`src/logic/tpw_consts.svh`:
```
/*
  Offsets, field positions, reset values and counts of the PWM timer channel.
  Assumes a byte-addressed Avalon-MM slave with 32-bit data words.
*/
`ifndef TPW_CONSTS_SVH
`define TPW_CONSTS_SVH

// Register byte offsets
`define TPW_ADDR_W          5
`define TPW_OFS_MODE        5'h00
`define TPW_OFS_COUNT       5'h04
`define TPW_OFS_CTRL        5'h08
`define TPW_OFS_STATUS      5'h0C
`define TPW_OFS_MASK        5'h10

// Mode register fields
`define TPW_MODE_OP_LO      0
`define TPW_MODE_OP_HI      1
`define TPW_MODE_OUT_EN     2
`define TPW_MODE_EDGE       3
`define TPW_MODE_TRIG_KIND  4
`define TPW_MODE_WIDTH      5
`define TPW_MODE_CKS_LO     6
`define TPW_MODE_CKS_HI     7
`define TPW_MODE_PWM        2'h3
`define TPW_MODE_RST        8'h00

// Control register fields
`define TPW_CTRL_START      0
`define TPW_CTRL_ONESHOT    1
`define TPW_CTRL_TSRC_LO    2
`define TPW_CTRL_TSRC_HI    3

// Trigger source codes
`define TPW_TSRC_PIN        2'h0
`define TPW_TSRC_PREV       2'h1
`define TPW_TSRC_NEXT       2'h2

// Count source codes
`define TPW_CKS_BASE        2'h0
`define TPW_CKS_DIV8        2'h1
`define TPW_CKS_DIV32       2'h2

// Status and mask fields
`define TPW_ST_FALL         0
`define TPW_ST_RUN          1
`define TPW_ST_LEVEL        2

// Modulator periods in modulator ticks, prescaled in 8-bit mode
`define TPW_PERIOD16        16'hFFFF
`define TPW_PERIOD8         16'h00FF
`define TPW_DIV8_LAST       5'h07
`define TPW_DIV32_LAST      5'h1F

`endif

```
`src/logic/tpw_pkg.sv`:
```
/*
  Types of the PWM timer channel.
  Assumes the constants header is included by every user of the package.
*/
package tpw_pkg;

  typedef struct packed {
    logic [1:0] cks;
    logic       width8;
    logic       trig_kind;
    logic       edge_rise;
    logic       out_en;
    logic [1:0] op;
  } tpw_mode_t;

  typedef struct packed {
    logic prev_evt;
    logic next_evt;
    logic pin;
  } tpw_trig_t;

  typedef enum logic [1:0] {
    TPW_IDLE,
    TPW_ARMED,
    TPW_RUN
  } tpw_state_t;

endpackage

```
`src/logic/tpw_tick_gen.sv`:
```
/*
  Count-source tick generator: base, half, divide-by-8 and divide-by-32 ticks.
  Assumes a single clock; the tick is a one-cycle pulse.
*/
`timescale 1ns/1ps
`include "tpw_consts.svh"

module tpw_tick_gen
  import tpw_pkg::*;
#(
  parameter bit BASE_HALF = 1'b0
)(
  input  wire logic       ref_clk,
  input  wire logic       sys_rst,
  input  wire logic       clk_en,
  input  wire logic [1:0] cks,
  output logic            tick
);

  logic [4:0] div_ff;

  ////////////////////////////////////////////////////////////////////////////
  // Free-running divider
  always_ff @(posedge ref_clk or posedge sys_rst)
  begin
    if (sys_rst)
      div_ff <= 5'h0_0;
    else if (clk_en)
      div_ff <= div_ff + 5'h0_1;
  end

  ////////////////////////////////////////////////////////////////////////////
  // Source select
  always_comb
  begin
    case (cks)
      `TPW_CKS_BASE:  tick = clk_en & (BASE_HALF ? div_ff[0] : 1'b1);
      `TPW_CKS_DIV8:  tick = clk_en & ({2'h0, div_ff[2:0]} == `TPW_DIV8_LAST);
      `TPW_CKS_DIV32: tick = clk_en & (div_ff == `TPW_DIV32_LAST);
      default:        tick = 1'b0;
    endcase
  end

endmodule // tpw_tick_gen

```
`src/logic/tpw_channel.sv`:
```
/*
  PWM mode of one down-counting timer channel with Avalon-MM registers.
  Assumes neighbour overflow events arrive as one-cycle pulses on ref_clk.
*/
`timescale 1ns/1ps
`include "tpw_consts.svh"

module tpw_channel
  import tpw_pkg::*;
#(
  parameter bit BASE_HALF = 1'b0
)(
  input  wire logic        ref_clk,
  input  wire logic        sys_rst,
  input  wire logic        clk_en,
  input  wire logic [4:0]  avs_address,
  input  wire logic        avs_read,
  input  wire logic        avs_write,
  input  wire logic [31:0] avs_writedata,
  input  wire logic [3:0]  avs_byteenable,
  output logic [31:0]      avs_readdata,
  output logic             avs_waitrequest,
  input  wire tpw_trig_t   trig_in,
  output logic             pulse_output_pin,
  output logic             reload_evt,
  output logic             irq
);

  tpw_mode_t   mode_ff;
  logic [15:0] reload_ff;
  logic [15:0] cnt_ff;
  logic [15:0] per_ff;
  logic [7:0]  pre_ff;
  logic        start_ff;
  logic [1:0]  tsrc_ff;
  logic        oneshot_ff;
  logic        pin_ff;
  logic        out_ff;
  logic        first_ff;
  logic        fall_ff;
  logic        mask_ff;
  logic        rd_ack_ff;
  logic [31:0] rdata_ff;
  logic        reload_ff_evt;
  tpw_state_t  state_ff;
  tpw_state_t  nxt_state;

  logic        tick;
  logic        eff_tick;
  logic        pwm_sel;
  logic        trig_evt;
  logic        pin_edge;
  logic        wr_ok;
  logic        fall_set;
  logic [15:0] nxt_n;
  logic [15:0] nxt_per;

  ////////////////////////////////////////////////////////////////////////////
  // Address decode
  function automatic logic hit(input logic [4:0] a, input logic [4:0] ofs);
    hit = (a == ofs);
  endfunction

  assign wr_ok = avs_write & clk_en;
  assign avs_waitrequest = (avs_write & ~clk_en) | (avs_read & ~(clk_en & rd_ack_ff));
  assign avs_readdata = rdata_ff;

  ////////////////////////////////////////////////////////////////////////////
  // Count source
  tpw_tick_gen #(
    .BASE_HALF (BASE_HALF)
  ) u_tick (
    .ref_clk (ref_clk),
    .sys_rst (sys_rst),
    .clk_en  (clk_en),
    .cks     (mode_ff.cks),
    .tick    (tick)
  );

  assign pwm_sel = (mode_ff.op == `TPW_MODE_PWM);

  // 8-bit modulator ticks only when the prescaler wraps
  assign eff_tick = tick & (~mode_ff.width8 | (pre_ff == 8'h00));

  ////////////////////////////////////////////////////////////////////////////
  // Trigger detection
  always_comb
  begin
    pin_edge = mode_ff.edge_rise ? (trig_in.pin & ~pin_ff)
                                 : (~trig_in.pin & pin_ff);
    case (tsrc_ff)
      `TPW_TSRC_PIN:  trig_evt = pin_edge;
      `TPW_TSRC_PREV: trig_evt = trig_in.prev_evt;
      `TPW_TSRC_NEXT: trig_evt = trig_in.next_evt;
      default:        trig_evt = trig_in.prev_evt | trig_in.next_evt;
    endcase
  end

  always_ff @(posedge ref_clk or posedge sys_rst)
  begin
    if (sys_rst)
      pin_ff <= 1'b0;
    else if (clk_en)
      pin_ff <= trig_in.pin;
  end

  ////////////////////////////////////////////////////////////////////////////
  // Start state machine
  always_comb
  begin
    nxt_state = state_ff;
    case (state_ff)
      TPW_IDLE:
      begin
        if (start_ff && pwm_sel)
          nxt_state = TPW_ARMED;
      end
      TPW_ARMED:
      begin
        if (!start_ff || !pwm_sel)
          nxt_state = TPW_IDLE;
        else if (!mode_ff.trig_kind || trig_evt || oneshot_ff)
          nxt_state = TPW_RUN;
      end
      TPW_RUN:
      begin
        if (!start_ff || !pwm_sel)
          nxt_state = TPW_IDLE;
        else
          nxt_state = TPW_RUN;
      end
      default: nxt_state = TPW_IDLE;
    endcase
  end

  always_ff @(posedge ref_clk or posedge sys_rst)
  begin
    if (sys_rst)
      state_ff <= TPW_IDLE;
    else if (clk_en)
      state_ff <= nxt_state;
  end

  ////////////////////////////////////////////////////////////////////////////
  // Modulator
  always_comb
  begin
    nxt_n   = mode_ff.width8 ? {8'h00, reload_ff[15:8]} : reload_ff;
    nxt_per = mode_ff.width8 ? `TPW_PERIOD8 : `TPW_PERIOD16;
  end

  always_ff @(posedge ref_clk or posedge sys_rst)
  begin
    if (sys_rst)
    begin
      cnt_ff        <= 16'h0000;
      per_ff        <= 16'h0000;
      pre_ff        <= 8'h00;
      out_ff        <= 1'b0;
      first_ff      <= 1'b0;
      reload_ff_evt <= 1'b0;
    end
    else if (clk_en)
    begin
      reload_ff_evt <= 1'b0;
      if (state_ff != TPW_RUN || nxt_state != TPW_RUN)
      begin
        per_ff   <= 16'h0000;
        pre_ff   <= 8'h00;
        out_ff   <= 1'b0;
        first_ff <= 1'b0;
        if (wr_ok && hit(avs_address, `TPW_OFS_COUNT))
          cnt_ff <= avs_writedata[15:0];
      end
      else
      begin
        if (tick)
        begin
          first_ff <= 1'b1;
          pre_ff   <= (pre_ff == 8'h00) ? reload_ff[7:0] : pre_ff - 8'h01;
        end
        if (eff_tick)
        begin
          if (per_ff == 16'h0000)
          begin
            cnt_ff        <= nxt_n;
            per_ff        <= nxt_per - 16'h0001;
            out_ff        <= (nxt_n != 16'h0000);
            reload_ff_evt <= 1'b1;
          end
          else
          begin
            per_ff <= per_ff - 16'h0001;
            if (cnt_ff != 16'h0000)
              cnt_ff <= cnt_ff - 16'h0001;
            out_ff <= (cnt_ff > 16'h0001);
          end
        end
        else if (wr_ok && hit(avs_address, `TPW_OFS_COUNT) && !first_ff)
          cnt_ff <= avs_writedata[15:0];
      end
    end
  end

  assign pulse_output_pin = out_ff & mode_ff.out_en;
  assign reload_evt       = reload_ff_evt;

  ////////////////////////////////////////////////////////////////////////////
  // Falling-edge interrupt
  always_ff @(posedge ref_clk or posedge sys_rst)
  begin
    if (sys_rst)
      fall_set <= 1'b0;
    else if (clk_en)
      fall_set <= out_ff & (state_ff == TPW_RUN) & (cnt_ff == 16'h0001) & eff_tick
                  & (per_ff != 16'h0000);
  end

  always_ff @(posedge ref_clk or posedge sys_rst)
  begin
    if (sys_rst)
      fall_ff <= 1'b0;
    else if (clk_en)
    begin
      if (fall_set)
        fall_ff <= 1'b1;
      else if (wr_ok && hit(avs_address, `TPW_OFS_STATUS) && avs_byteenable[0]
               && avs_writedata[`TPW_ST_FALL])
        fall_ff <= 1'b0;
    end
  end

  assign irq = fall_ff & mask_ff;

  ////////////////////////////////////////////////////////////////////////////
  // Register writes
  always_ff @(posedge ref_clk or posedge sys_rst)
  begin
    if (sys_rst)
    begin
      mode_ff    <= tpw_mode_t'(`TPW_MODE_RST);
      reload_ff  <= 16'h0000;
      start_ff   <= 1'b0;
      tsrc_ff    <= 2'h0;
      oneshot_ff <= 1'b0;
      mask_ff    <= 1'b0;
    end
    else if (clk_en)
    begin
      oneshot_ff <= 1'b0;
      if (wr_ok)
      begin
        if (hit(avs_address, `TPW_OFS_MODE) && avs_byteenable[0])
          mode_ff <= tpw_mode_t'(avs_writedata[7:0]);
        if (hit(avs_address, `TPW_OFS_COUNT))
        begin
          if (avs_byteenable[0])
            reload_ff[7:0] <= avs_writedata[7:0];
          if (avs_byteenable[1])
            reload_ff[15:8] <= avs_writedata[15:8];
        end
        if (hit(avs_address, `TPW_OFS_CTRL) && avs_byteenable[0])
        begin
          start_ff   <= avs_writedata[`TPW_CTRL_START];
          oneshot_ff <= avs_writedata[`TPW_CTRL_ONESHOT] & ~mode_ff.trig_kind;
          tsrc_ff    <= avs_writedata[`TPW_CTRL_TSRC_HI:`TPW_CTRL_TSRC_LO];
        end
        if (hit(avs_address, `TPW_OFS_MASK) && avs_byteenable[0])
          mask_ff <= avs_writedata[`TPW_ST_FALL];
      end
    end
  end

  ////////////////////////////////////////////////////////////////////////////
  // Register reads, one wait cycle
  always_ff @(posedge ref_clk or posedge sys_rst)
  begin
    if (sys_rst)
    begin
      rd_ack_ff <= 1'b0;
      rdata_ff  <= 32'h0000_0000;
    end
    else if (clk_en)
    begin
      rd_ack_ff <= avs_read & ~rd_ack_ff;
      if (avs_read && !rd_ack_ff)
      begin
        rdata_ff <= 32'h0000_0000;
        if (hit(avs_address, `TPW_OFS_MODE))
          rdata_ff[7:0] <= mode_ff;
        if (hit(avs_address, `TPW_OFS_CTRL))
          rdata_ff[3:0] <= {tsrc_ff, 1'b0, start_ff};
        if (hit(avs_address, `TPW_OFS_STATUS))
          rdata_ff[2:0] <= {out_ff, state_ff == TPW_RUN, fall_ff};
        if (hit(avs_address, `TPW_OFS_MASK))
          rdata_ff[0] <= mask_ff;
        // Counter reads return zero, no live count
      end
    end
  end

endmodule // tpw_channel

```
`config.mk`:
```
export PLATFORM = sky130hd
export DESIGN_NAME = tpw_channel
export DESIGN_NICKNAME = d
export VERILOG_FILES = /design/src/logic/tpw_pkg.sv /design/src/logic/tpw_tick_gen.sv /design/src/logic/tpw_channel.sv
export VERILOG_INCLUDE_DIRS = /design/src /design/src/logic
export SDC_FILE = /design/constraint.sdc
export NUM_CORES = 1
export LEC_CHECK = 0
export ABC_AREA = 1
export BUFFER_PORTS_ARGS = -buffer_cell sky130_fd_sc_hd__buf_4
export CAP_MARGIN = 20
export CORE_MARGIN = 2
export CORE_UTILIZATION = 45
export CTS_CLUSTER_DIAMETER = 40
export DETAILED_ROUTE_END_ITERATION = 8
export PLACE_DENSITY_LB_ADDON = 0.25
export SYNTH_ARGS = -nofsm -noshare
export SYNTH_HDL_FRONTEND = slang
export SYNTH_SLANG_ARGS = --single-unit
```
`constraint.sdc`:
```
create_clock -name ref_clk -period 2.6 [get_ports ref_clk]
set_clock_uncertainty 0.05 [all_clocks]
set_input_delay 0.39 -clock ref_clk [delete_from_list [all_inputs] [get_ports ref_clk]]
set_output_delay 0.39 -clock ref_clk [all_outputs]
set_load 0.01 [all_outputs]
```
Word-level counts from Yosys, hierarchy flattened --
Index checks and enable logic that the tools add are counted.
Storage, ports and cells: output and inout port bits 36, bits in registers 91, word-level logic and storage cells 156
Operators by class: reduce and logical (&&, ||, !) cells 42, order comparisons 1, add/subtract/negate cells 5, mux-type cells 38, bitwise gates (word level) 27, equal/unequal tests 18
Operators with widths (number):
- $mux W16 | 11
- $reduce_bool A16 Y1 | 3
- $sub A16 B1 Y16 const B | 3
- $mux W8 | 4
- $and A1 B1 Y1 | 17
- $eq A16 B1 Y1 const B | 1
- $gt A16 B1 Y1 const B | 1
- $logic_not A16 Y1 | 1
- $mux W1 | 14
- $reduce_and A4 Y1 | 3
- $eq A5 B4 Y1 const B | 2
- $eq A5 B5 Y1 const B | 2
- $logic_and A1 B1 Y1 | 10
- $reduce_and A3 Y1 | 3
- $eq A2 B2 Y1 const B | 4
- $logic_not A8 Y1 | 1
- $mux W2 | 4
- $reduce_and A2 Y1 | 4
- $sub A8 B1 Y8 const B | 1
- $not A1 Y1 | 7
- $eq A2 B1 Y1 const B | 3
- $logic_not A2 Y1 | 3
- $pmux W1 S3 | 2
- $pmux W2 S3 | 1
- 14 further kinds | 26

Longest topological paths before layout --
Gate-level depths: netlist of run 1.
word-level depth 13, mapped depth 19, mapped depth without buffers 17

By module --
A second synthesis of run 1 with hierarchy kept.
Unflattened totals: cells, all modules 773, area total of the unflattened synthesis 5670.4 µm²
Modules (own cells, without submodules):
- tpw_channel | times used 1, area an instance 5325.1 µm², sequential area each 2152.1 µm², cells an instance 737
- tpw_tick_gen | times used 1, area an instance 345.3 µm², sequential area each 125.1 µm², cells an instance 36

Least setup slack after synthesis of run 1 --
OpenSTA, ideal clock, no wires.
path type register to register, start register per_ff[9], end register per_ff[14], data required time 2.433 ns, arrival time 2.194 ns, slack 0.239 ns, path buffers 2, library setup time 0.117 ns, period minus slack after synthesis 2.361 ns, stages on the path, launching flop included 19, cells stage by stage dfrtp_1 > nor2_1 > nand2_1 > nor2_1 > nand2_1 > buf_4 > inv_1 > buf_4 > nor2_1 > ha_1 > nand2_1 > nor2_1 > nand3_1 > nor2_1 > nand2_1 > nor2_1 > nand3b_1 > nand3_1 > nand2_1
On the way: longest elaborated chain between the ends 4, elaborated cells on any way between the ends 5
Ends and longest elaborated chain:
- start: declaration | line tpw_channel.sv:32 | logic [15:0] per_ff;
- start signal: assignment | line tpw_channel.sv:187 | per_ff <= nxt_per - 16'h0001;
- start signal: assignment | line tpw_channel.sv:193 | per_ff <= per_ff - 16'h0001;
- $sub A16 B1 Y16 or $logic_not A16 Y1 (tied branches) | line tpw_channel.sv:193, tpw_channel.sv:184
- $mux W16 (*) | line tpw_channel.sv:184 | if (per_ff == 16'h0000)
- $mux W16 (*) | line tpw_channel.sv:182 | if (eff_tick)
- $mux W16 (*) | line tpw_channel.sv:166 | if (state_ff != TPW_RUN || nxt_state != TPW_RUN)
Every way passes the cells marked *; elsewhere a longest branch is shown, timed or not. The select of a mux whose other input is x is not followed. A chain may end at the register's enable or synchronous reset.

Worst setup path in the final report of run 1 --
start register u_tick.div_ff[0], end register cnt_ff[2]
On the way: longest elaborated chain between the ends 6, elaborated cells on any way between the ends 11
Ends and longest elaborated chain:
- start: declaration | line tpw_tick_gen.sv:20 | logic [4:0] div_ff;
- start signal: assignment | line tpw_tick_gen.sv:29 | div_ff <= div_ff + 5'h0_1;
- $eq A5 B5 Y1 (no line) or $eq A3 B3 Y1 (tied branches)
- $and A1 B1 Y1 (on tied branches) | line tpw_tick_gen.sv:39, tpw_tick_gen.sv:38
- $pmux W1 S3 (*) | line tpw_tick_gen.sv:36 | case (cks)
- $and A1 B1 Y1 (*) | line tpw_channel.sv:83 | assign eff_tick = tick & (~mode_ff.width8 | (pre_ff == 8'h00));
- $ne A4 B1 Y1 (no line) (tied with other cells)
- $reduce_and A4 Y1 (no line) or $mux W16 (tied branches)
- end signal: assignment | line tpw_channel.sv:173 | cnt_ff <= avs_writedata[15:0];
- end signal: assignment | line tpw_channel.sv:186 | cnt_ff <= nxt_n;
- end signal: assignment | line tpw_channel.sv:195 | cnt_ff <= cnt_ff - 16'h0001;
- end: declaration | line tpw_channel.sv:31 | logic [15:0] cnt_ff;
Every way passes the cells marked *; elsewhere a longest branch is shown, timed or not.

==> results summary, run 1 <==
The initialized floorplan defines 40 standard-cell rows. The starting utilization of the core area is 0.4630. After detailed routing, the number of remaining DRC violations is 0. For this run the aggregate overflow at the end of global routing stands at 0. The critical path buffer and inverter count is 3.

TritonCTS built the clock tree. The average wire per cell in the routed design came out at around 14 um. Using the TritonRoute via totals, the vias-per-cell ratio works out to 5.099. The sum of internal, switching and leakage power is 3.698 mW. Measured on the finished design, the core utilization comes to 0.5286.

The number of iterations in the first detailed-routing pass came out at 5. Including well taps, the total number of placed cells is 965. The post-synthesis cell area came out at 5608 um2.

STA classifies the critical path endpoint as a flop. The number of setup buffers added after CTS is 0. The final hold violation count is 0. The minimum clock period after layout came out at 2.355 ns. The number of antenna violations at the first check in global routing came out at 0. In this run the most critical hold path is launched from avs_writedata[4]. The clock-pin slew on the worst setup and hold paths came out at 0.07 ns. The startpoint identified for the worst register-to-register timing path is u_tick.div_ff[0]. The part of the Yosys area used for sequential elements is 0.4061. The deepest level of the CTS H-tree is 3.

In this design, the stage delay of the slowest critical-path cell is between 0.3 and 0.4 ns. The number of routed nets with antenna violations came out at 0. The fraction of synthesized cell area taken by the top area cell type is 0.4061. Synthesis instantiated between 40 and 50 different standard cells from the library. The sink count of the clock tree is 91. At the end of the flow, the number of nets in the layout was about 870.

The number of primary I/O pins came out at 85. The run finished with clean final reports. Walking the worst path, the cells encountered are ha_1 > nand2_1 > nor2_1 > ha_1 > inv_1 > nand2_1 > nand3_1 > nand2_1 > nand2_1 > nor2_4 > nand2_4 > inv_2 > buf_4 > nor2_1 > o21ai_0 > o21ai_1. The tightest min-delay check is of the input port to flop type. Summing all non-filler instances in the final layout gives an area of 6402 um2. Setup repair after global routing left no endpoint under its margin.

The number of antenna diodes in the final layout is 0. The worst ir drop on vdd came out at approximately 300 uV. The slowest stage cell on the critical path is sky130_fd_sc_hd__dfrtp_1. The critical path data required time came out at 2.79 ns. The clock tree root buffer cell is sky130_fd_sc_hd__clkbuf_16.

The number of buffers added by the clock tree synthesis step is 9. The ratio of cells with drive above 1 in the final layout came out at 0.1400. The share of async-settable or async-resettable flops after synthesis is 1.000.

By count the netlist is led by sky130_fd_sc_hd__nand2_1, sky130_fd_sc_hd__inv_1, sky130_fd_sc_hd__dfrtp_1. The later pin in the worst-skew pair is clocked with a latency of about 0.36 ns. The first-pass GRT wire length is 23.72 mm. For this block, the routed nets add up to 13.90 mm of wire. The cell seen most often among critical-path stages is sky130_fd_sc_hd__nand2_1. The arrival time of data at the critical path endpoint came out at 2.54 ns. The total global routing track utilization is 0.2259. Counting every instance in the synthesized netlist gives 760. The critical path is of the flop to flop type. After detailed placement, the total cell area comes to around 6100 um2. The synthesis-to-layout area growth is 14.17%. The via count of the first global-routing pass is 4894. Among all cell types in the netlist, the one instantiated most often is sky130_fd_sc_hd__nand2_1. The wire-length estimate of the detail-placed layout is 10.33 mm. The die is 115.6 um wide. The number of enable flip-flop cells after synthesis is 0. The most used flip-flop cell after synthesis is sky130_fd_sc_hd__dfrtp_1. Among cell families on the critical path, the largest total delay comes from simple AND/OR/NAND/NOR gates. The cell accounting for the most synthesized area is sky130_fd_sc_hd__dfrtp_1. The core outline area came out at 12110 um2. The total of buffers placed on input and output ports came out at 42.

The final instance count without filler cells is ~1000. Each instance of the synthesized netlist takes up on average 7.379 um2. The maximum clock insertion buffer count came out at 2.

The setup TNS came out at 0 ns. The maximum achievable frequency is between 400 and 500 MHz. The number of design-rule violations left by the first detailed-router iteration came out at roughly 400. The final weighted congestion of routability-driven global placement is about 0.87.

The number of setup violations in the final report is 0. The leakage power total is approximately 3.2 nW. The power density over the cells came out at 577.6 nW/um2. The period utilization is 0.9056. The max-slew violation total from the final report was 0. STA classifies the critical path startpoint as a flop. The pin count of the biggest net entering global routing came out at 38. In this run the worst path has a maximum fanout of 22. The worst setup slack for register-to-register paths came out at between 0.2 and 0.25 ns. Across the run, the number of max-cap violations was 0.

Yosys attributes the largest share of cell area to sky130_fd_sc_hd__dfrtp_1, sky130_fd_sc_hd__nand2_1, sky130_fd_sc_hd__o21ai_0. Across all layers, the routed design uses 5007 vias. Measured against its own limit, the worst slew margin works out to 0.6672. The die is 115.6 um tall. Tracing the worst setup path back leads to its startpoint at u_tick.div_ff[0]. The total of warnings raised by yosys is 0. The die covers ~13000 um2.

The slew of the pin with the lowest slew margin is 0.4946 ns. The flop and latch count out of synthesis is 91.
cells in the final DEF, fill, tap and decap left out, types with 3 or more instances in the layout:
cell / n
sky130_fd_sc_hd__mux2_2: 3
sky130_fd_sc_hd__nor2_1: 74
sky130_fd_sc_hd__a21oi_1: 20
sky130_fd_sc_hd__dfrtp_1: 91
sky130_fd_sc_hd__o21bai_1: 3
sky130_fd_sc_hd__o21ai_0: 79
sky130_fd_sc_hd__nor2_2: 4
sky130_fd_sc_hd__inv_6: 3
sky130_fd_sc_hd__nand3_1: 39
sky130_fd_sc_hd__inv_2: 6
sky130_fd_sc_hd__xnor2_1: 4
sky130_fd_sc_hd__inv_1: 104
sky130_fd_sc_hd__a31oi_1: 5
sky130_fd_sc_hd__xor2_1: 11
sky130_fd_sc_hd__nor2_4: 4
sky130_fd_sc_hd__o22ai_1: 11
sky130_fd_sc_hd__ha_1: 10
sky130_fd_sc_hd__o21ai_2: 10
sky130_fd_sc_hd__o31ai_1: 5
sky130_fd_sc_hd__conb_1: 24
sky130_fd_sc_hd__buf_4: 57
sky130_fd_sc_hd__nand4_1: 8
sky130_fd_sc_hd__nand2_1: 185
sky130_fd_sc_hd__clkbuf_16: 9
sky130_fd_sc_hd__nor3_1: 9
registers in the layout (all words and copies together) (netlist names), 5 cells and up:
register and count:
cnt_ff 16, per_ff 16, reload_ff 16, avs_readdata 8, mode_ff 8, pre_ff 8
u_tick.div_ff 5
area by class of cell:
class | instances | area, um2
fill | 1184 | 5709
multi-input combinational | 536 | 2704
sequential | 91 | 2277
timing repair buffer | 59 | 457.9
inverter | 112 | 429.2
clock buffer | 9 | 225.2
tap | 168 | 210.2
clock inverter | 7 | 98.84
worst paths after layout:
kind	endpoint	depth (start not counted)
setup reg to reg	cnt_ff[2]	16
setup / recovery	cnt_ff[2]	16
min in group asynchronous	reload_ff[6]	3
hold / removal	reload_ff[4]	3
max in group asynchronous	avs_readdata[6]	4
hold reg to reg	fall_set	2
logic make-up after synthesis:
family	count (synthesis)	synth area share
xor gates and xnor gates	15	0.02343
adders and majority gates	10	0.02231
muxes	3	0.006024
and+or+nand+nor	336	0.2577
other	1	0.0006687
DFF	91	0.4061
AOI/OAI and AO/OA	148	0.1553
buffers and inverters	156	0.1285
layer usage:
layer | track usage | routed length (um) | vias up | share of wire
met5 | 0 | 0 | - | 0
met4 | 0.07857 | 289 | 0 | 0.021
met3 | 0.04132 | 560 | 22 | 0.040
li1 | - | - | 2498 | -
met1 | 0.3026 | 6681 | 2363 | 0.48
met2 | 0.3700 | 6371 | 124 | 0.46
power by group:
group / switching [mW] / internal, mW / leakage [nW] / total (mW)
Sequential: 0.107 / 1.55 / 1.16 / 1.65
Combinational: 0.369 / 0.231 / 1.87 / 0.600
Clock: 0.595 / 0.849 / 0.156 / 1.44
Total: 1.07 / 2.63 / 3.19 / 3.70
worst reg2reg max path, delay by kind of cell (launching register included):
kind            cells  cell delay (ns)
simple gates        9             0.86
flops               1             0.39
buf+inv             3             0.38
fa+ha+maj           2             0.33
compound gates      2             0.23
per-stage QoR:
stage                     hold WS, ns  worst slack, ns
after floorplan                0.3953           0.2387
after global placement         0.3730           0.2251
after detailed placement       0.3736           0.1492
after CTS                      0.2004           0.1306
after global routing           0.2190         0.008850
final                          0.2008           0.2455
repair_timing:
item                       4_1_cts  5_1_grt
gates resized for setup          0        3
hold endpoints to repair        16        0
setup endpoints to repair        0       15
hold buffers                     1        0
(Power assumes the default switching activity.)
==> run 2, diff against run 1 <==
RECOVER_POWER = 100   (was unset)
==> results summary, run 2 (synthesis gave the netlist of run 1 again) <==
The critical path starts at u_tick.div_ff[0]. The setup path with the least slack is of type flop to flop. The number of vias per cell after detailed routing came out at between 5 and 6.

The type of element launching the critical path is a flop. The maximum clock insertion buffer count is 2. The routed length on met1 came out at around 6.6 mm. The number of routed nets with antenna violations is 0. The arrival time of data at the critical path endpoint came out at 2.53 ns.

The residual DRC count is 0. The clock tree root buffer cell is sky130_fd_sc_hd__clkbuf_16. The top layer reached by signal wires is met4. The pre-CTS worst setup slack came out at 0.1492 ns.

The via count of the first global-routing pass came to 4894. The worst ir drop on vdd is 305.2 uV. The synthesis-to-layout area growth is 12.07%.

The pin count of the biggest net entering global routing is 38. The max-slew headroom at the worst pin came out at 0.3702. The flow ran to the end, and the final reports show no timing, DRC or antenna violations.

The setup TNS is 0 ns. In the finished design, the share of the clock period the worst path needs comes to 0.9038. The minimum clock period after layout is 2.350 ns.

The floorplan has 40 rows. The capture point of the critical path is cnt_ff[2]. The slack of the critical path came out at between 0.2 and 0.3 ns.

The number of primary I/O pins is 85. The height of the die came out at 115.6 um. The final weighted congestion of routability-driven global placement is between 0.8 and 0.9. The pre-antenna-repair detailed-routing pass consisted of 5 iterations.

The max-slew violation total from the final report is 0. Leaving out fill and tap cells, the most frequent cell in the layout is sky130_fd_sc_hd__nand2_1. Of the cells placed in the final design, the portion with a size suffix greater than 1 is 0.1093. The routed layout has 4993 vias. In the detailed route, the total length drawn on met2 is 6.363 mm.

The leakage power total came out at approximately 3.1 nW. In this run the tool buffered the top-level ports with between 40 and 50 buffer cells. The number of design-rule violations left by the first detailed-router iteration came out at roughly 410.

The repair_antennas step left the layout with diodes totalling 0. The clock-pin slew on the worst setup and hold paths is 0.07 ns. The power density over the cells came out at approximately 600 nW/um2. The largest registers in the layout are cnt_ff (16), per_ff (16), reload_ff (16). The core outline area is ~12000 um2.

The average wire per cell in the routed design came out at 14.14 um. The critical path data required time came out at ~2.8 ns. The clock tree synthesis step divided the H-tree into 3 levels. The placed wire-length estimate after detailed placement came out at roughly 10 mm. The die covers 13370 um2.

After detailed routing, the total wire length is 13.89 mm. The worst register-to-register path ends at cnt_ff[2]. At the pin with the least slew margin, the transition time is ~0.94 ns. The clock latency reported for the late side of the worst-skew pair is 0.35 ns.

The starting utilization of the core area came out at 0.4630. The origin of the critical flop-to-flop path is u_tick.div_ff[0]. The total met3 wirelength after detailed routing is 616 um. The maximum achievable frequency is 425.6 MHz. The final hold violation count is 0. Setup repair after global routing left no endpoint under its margin. The number of antenna violations at the first check in global routing came to 0.

In this run the worst hold path is classified as input port to flop. The cell depth of the worst flop-to-flop path is 16. TritonCTS created 9 clock buffers. The first-pass GRT wire length came out at 23.72 mm. The total global routing track utilization is 0.2259. The worst hold slack after final layout is around 0.20 ns.

The top cell types in the final layout, fill and taps aside, are sky130_fd_sc_hd__nand2_1, sky130_fd_sc_hd__inv_1, sky130_fd_sc_hd__dfrtp_1. Setup violations remaining at the end of the flow were counted as 0. The final cell utilization of the core came out at 0.5189.

The overflow left after global routing came out at 0. The max-cap violation count came out at 0. The clock net in this run drives a total of 91 sinks.

The width of the chip came out at roughly 120 um. The startpoint identified for the worst hold timing path is avs_writedata[4]. The worst setup path is captured at a flop. The worst setup slack for register-to-register paths came out at 0.25 ns. The TritonCTS clock tree is done. At the end of the flow, the number of nets in the layout was 868. The maximum fanout along the worst path is 22.
==> run 2: cell types whose count changed in the layout (fill, tap and decap cells not counted), sizes merged <==
cell    change
buf        -21
clkbuf     +21
clkinv      +1
inv         -1
==> run 2: what timing repair did <==
action / in CTS / in global routing
setup endpoints to repair: 0 / 15
hold buffers: 1 / 0
setup buffers: 0 / 0
gates resized for setup: 0 / 3
endpoints found under the hold margin: 16 / 0
==> run 2: power breakdown <==
| part | leakage [nW] | switching [mW] | internal [mW] | total [mW] |
|---|---|---|---|---|
| clock network | 0.156 | 0.593 | 0.849 | 1.44 |
| logic | 1.80 | 0.362 | 0.211 | 0.574 |
| registers | 1.16 | 0.107 | 1.55 | 1.65 |
| total | 3.11 | 1.06 | 2.61 | 3.67 |
==> run 2: how the worst min path moves through the flow <==
| stage | to | cells after the start |
|---|---|---|
| 6_report | reload_ff[4] | 3 |
| 5_1_grt | reload_ff[10] | 2 |
| 4_1_cts | reload_ff[4] | 3 |
| 3_5_place_dp | pre_ff[5] | 2 |
| 3_3_place_gp | pre_ff[6] | 2 |
| 2_1_floorplan | u_tick.div_ff[3] | 1 |
==> run 2: worst max-delay path, stage by stage (launching register included) <==
cell and delay, ns:
sky130_fd_sc_hd__dfrtp_1 0.40, sky130_fd_sc_hd__ha_1 0.19, sky130_fd_sc_hd__nand2_1 0.07, sky130_fd_sc_hd__nor2_1 0.09
sky130_fd_sc_hd__ha_1 0.14, sky130_fd_sc_hd__inv_1 0.04, sky130_fd_sc_hd__nand2_1 0.04, sky130_fd_sc_hd__nand3_1 0.06
sky130_fd_sc_hd__nand2_1 0.06, sky130_fd_sc_hd__nand2_1 0.13, sky130_fd_sc_hd__nor2_4 0.19, sky130_fd_sc_hd__nand2_4 0.13
sky130_fd_sc_hd__inv_1 0.10, sky130_fd_sc_hd__buf_4 0.25, sky130_fd_sc_hd__nor2_1 0.06, sky130_fd_sc_hd__o21ai_0 0.13
sky130_fd_sc_hd__o21ai_0 0.10
==> run 2: area by class of cell <==
type                            count  area, um2
Clock buffer                        9      225.2
Inverter                          112      426.7
Clock inverter                      7      98.84
Multi-Input combinational cell    536       2668
Sequential cell                    91       2277
Fill cell                        1218       5827
Tap cell                          168      210.2
Timing Repair Buffer               59      379.1
==> run 2: through the flow <==
stage	power, mW	std cells	cell area (um2)
final	3.669	982	6285
after global routing	3.876	982	6285
after CTS	3.725	982	6392
after detailed placement	2.270	965	6058
after global placement	2.243	965	6058
after floorplan	2.097	783	5698
==> run 2: metal layers <==
metal,GRT usage,vias to the layer above
met5,0,-
met3,0.04132,21
met4,0.07857,0
met2,0.3700,125
li1,-,2485
met1,0.3026,2362
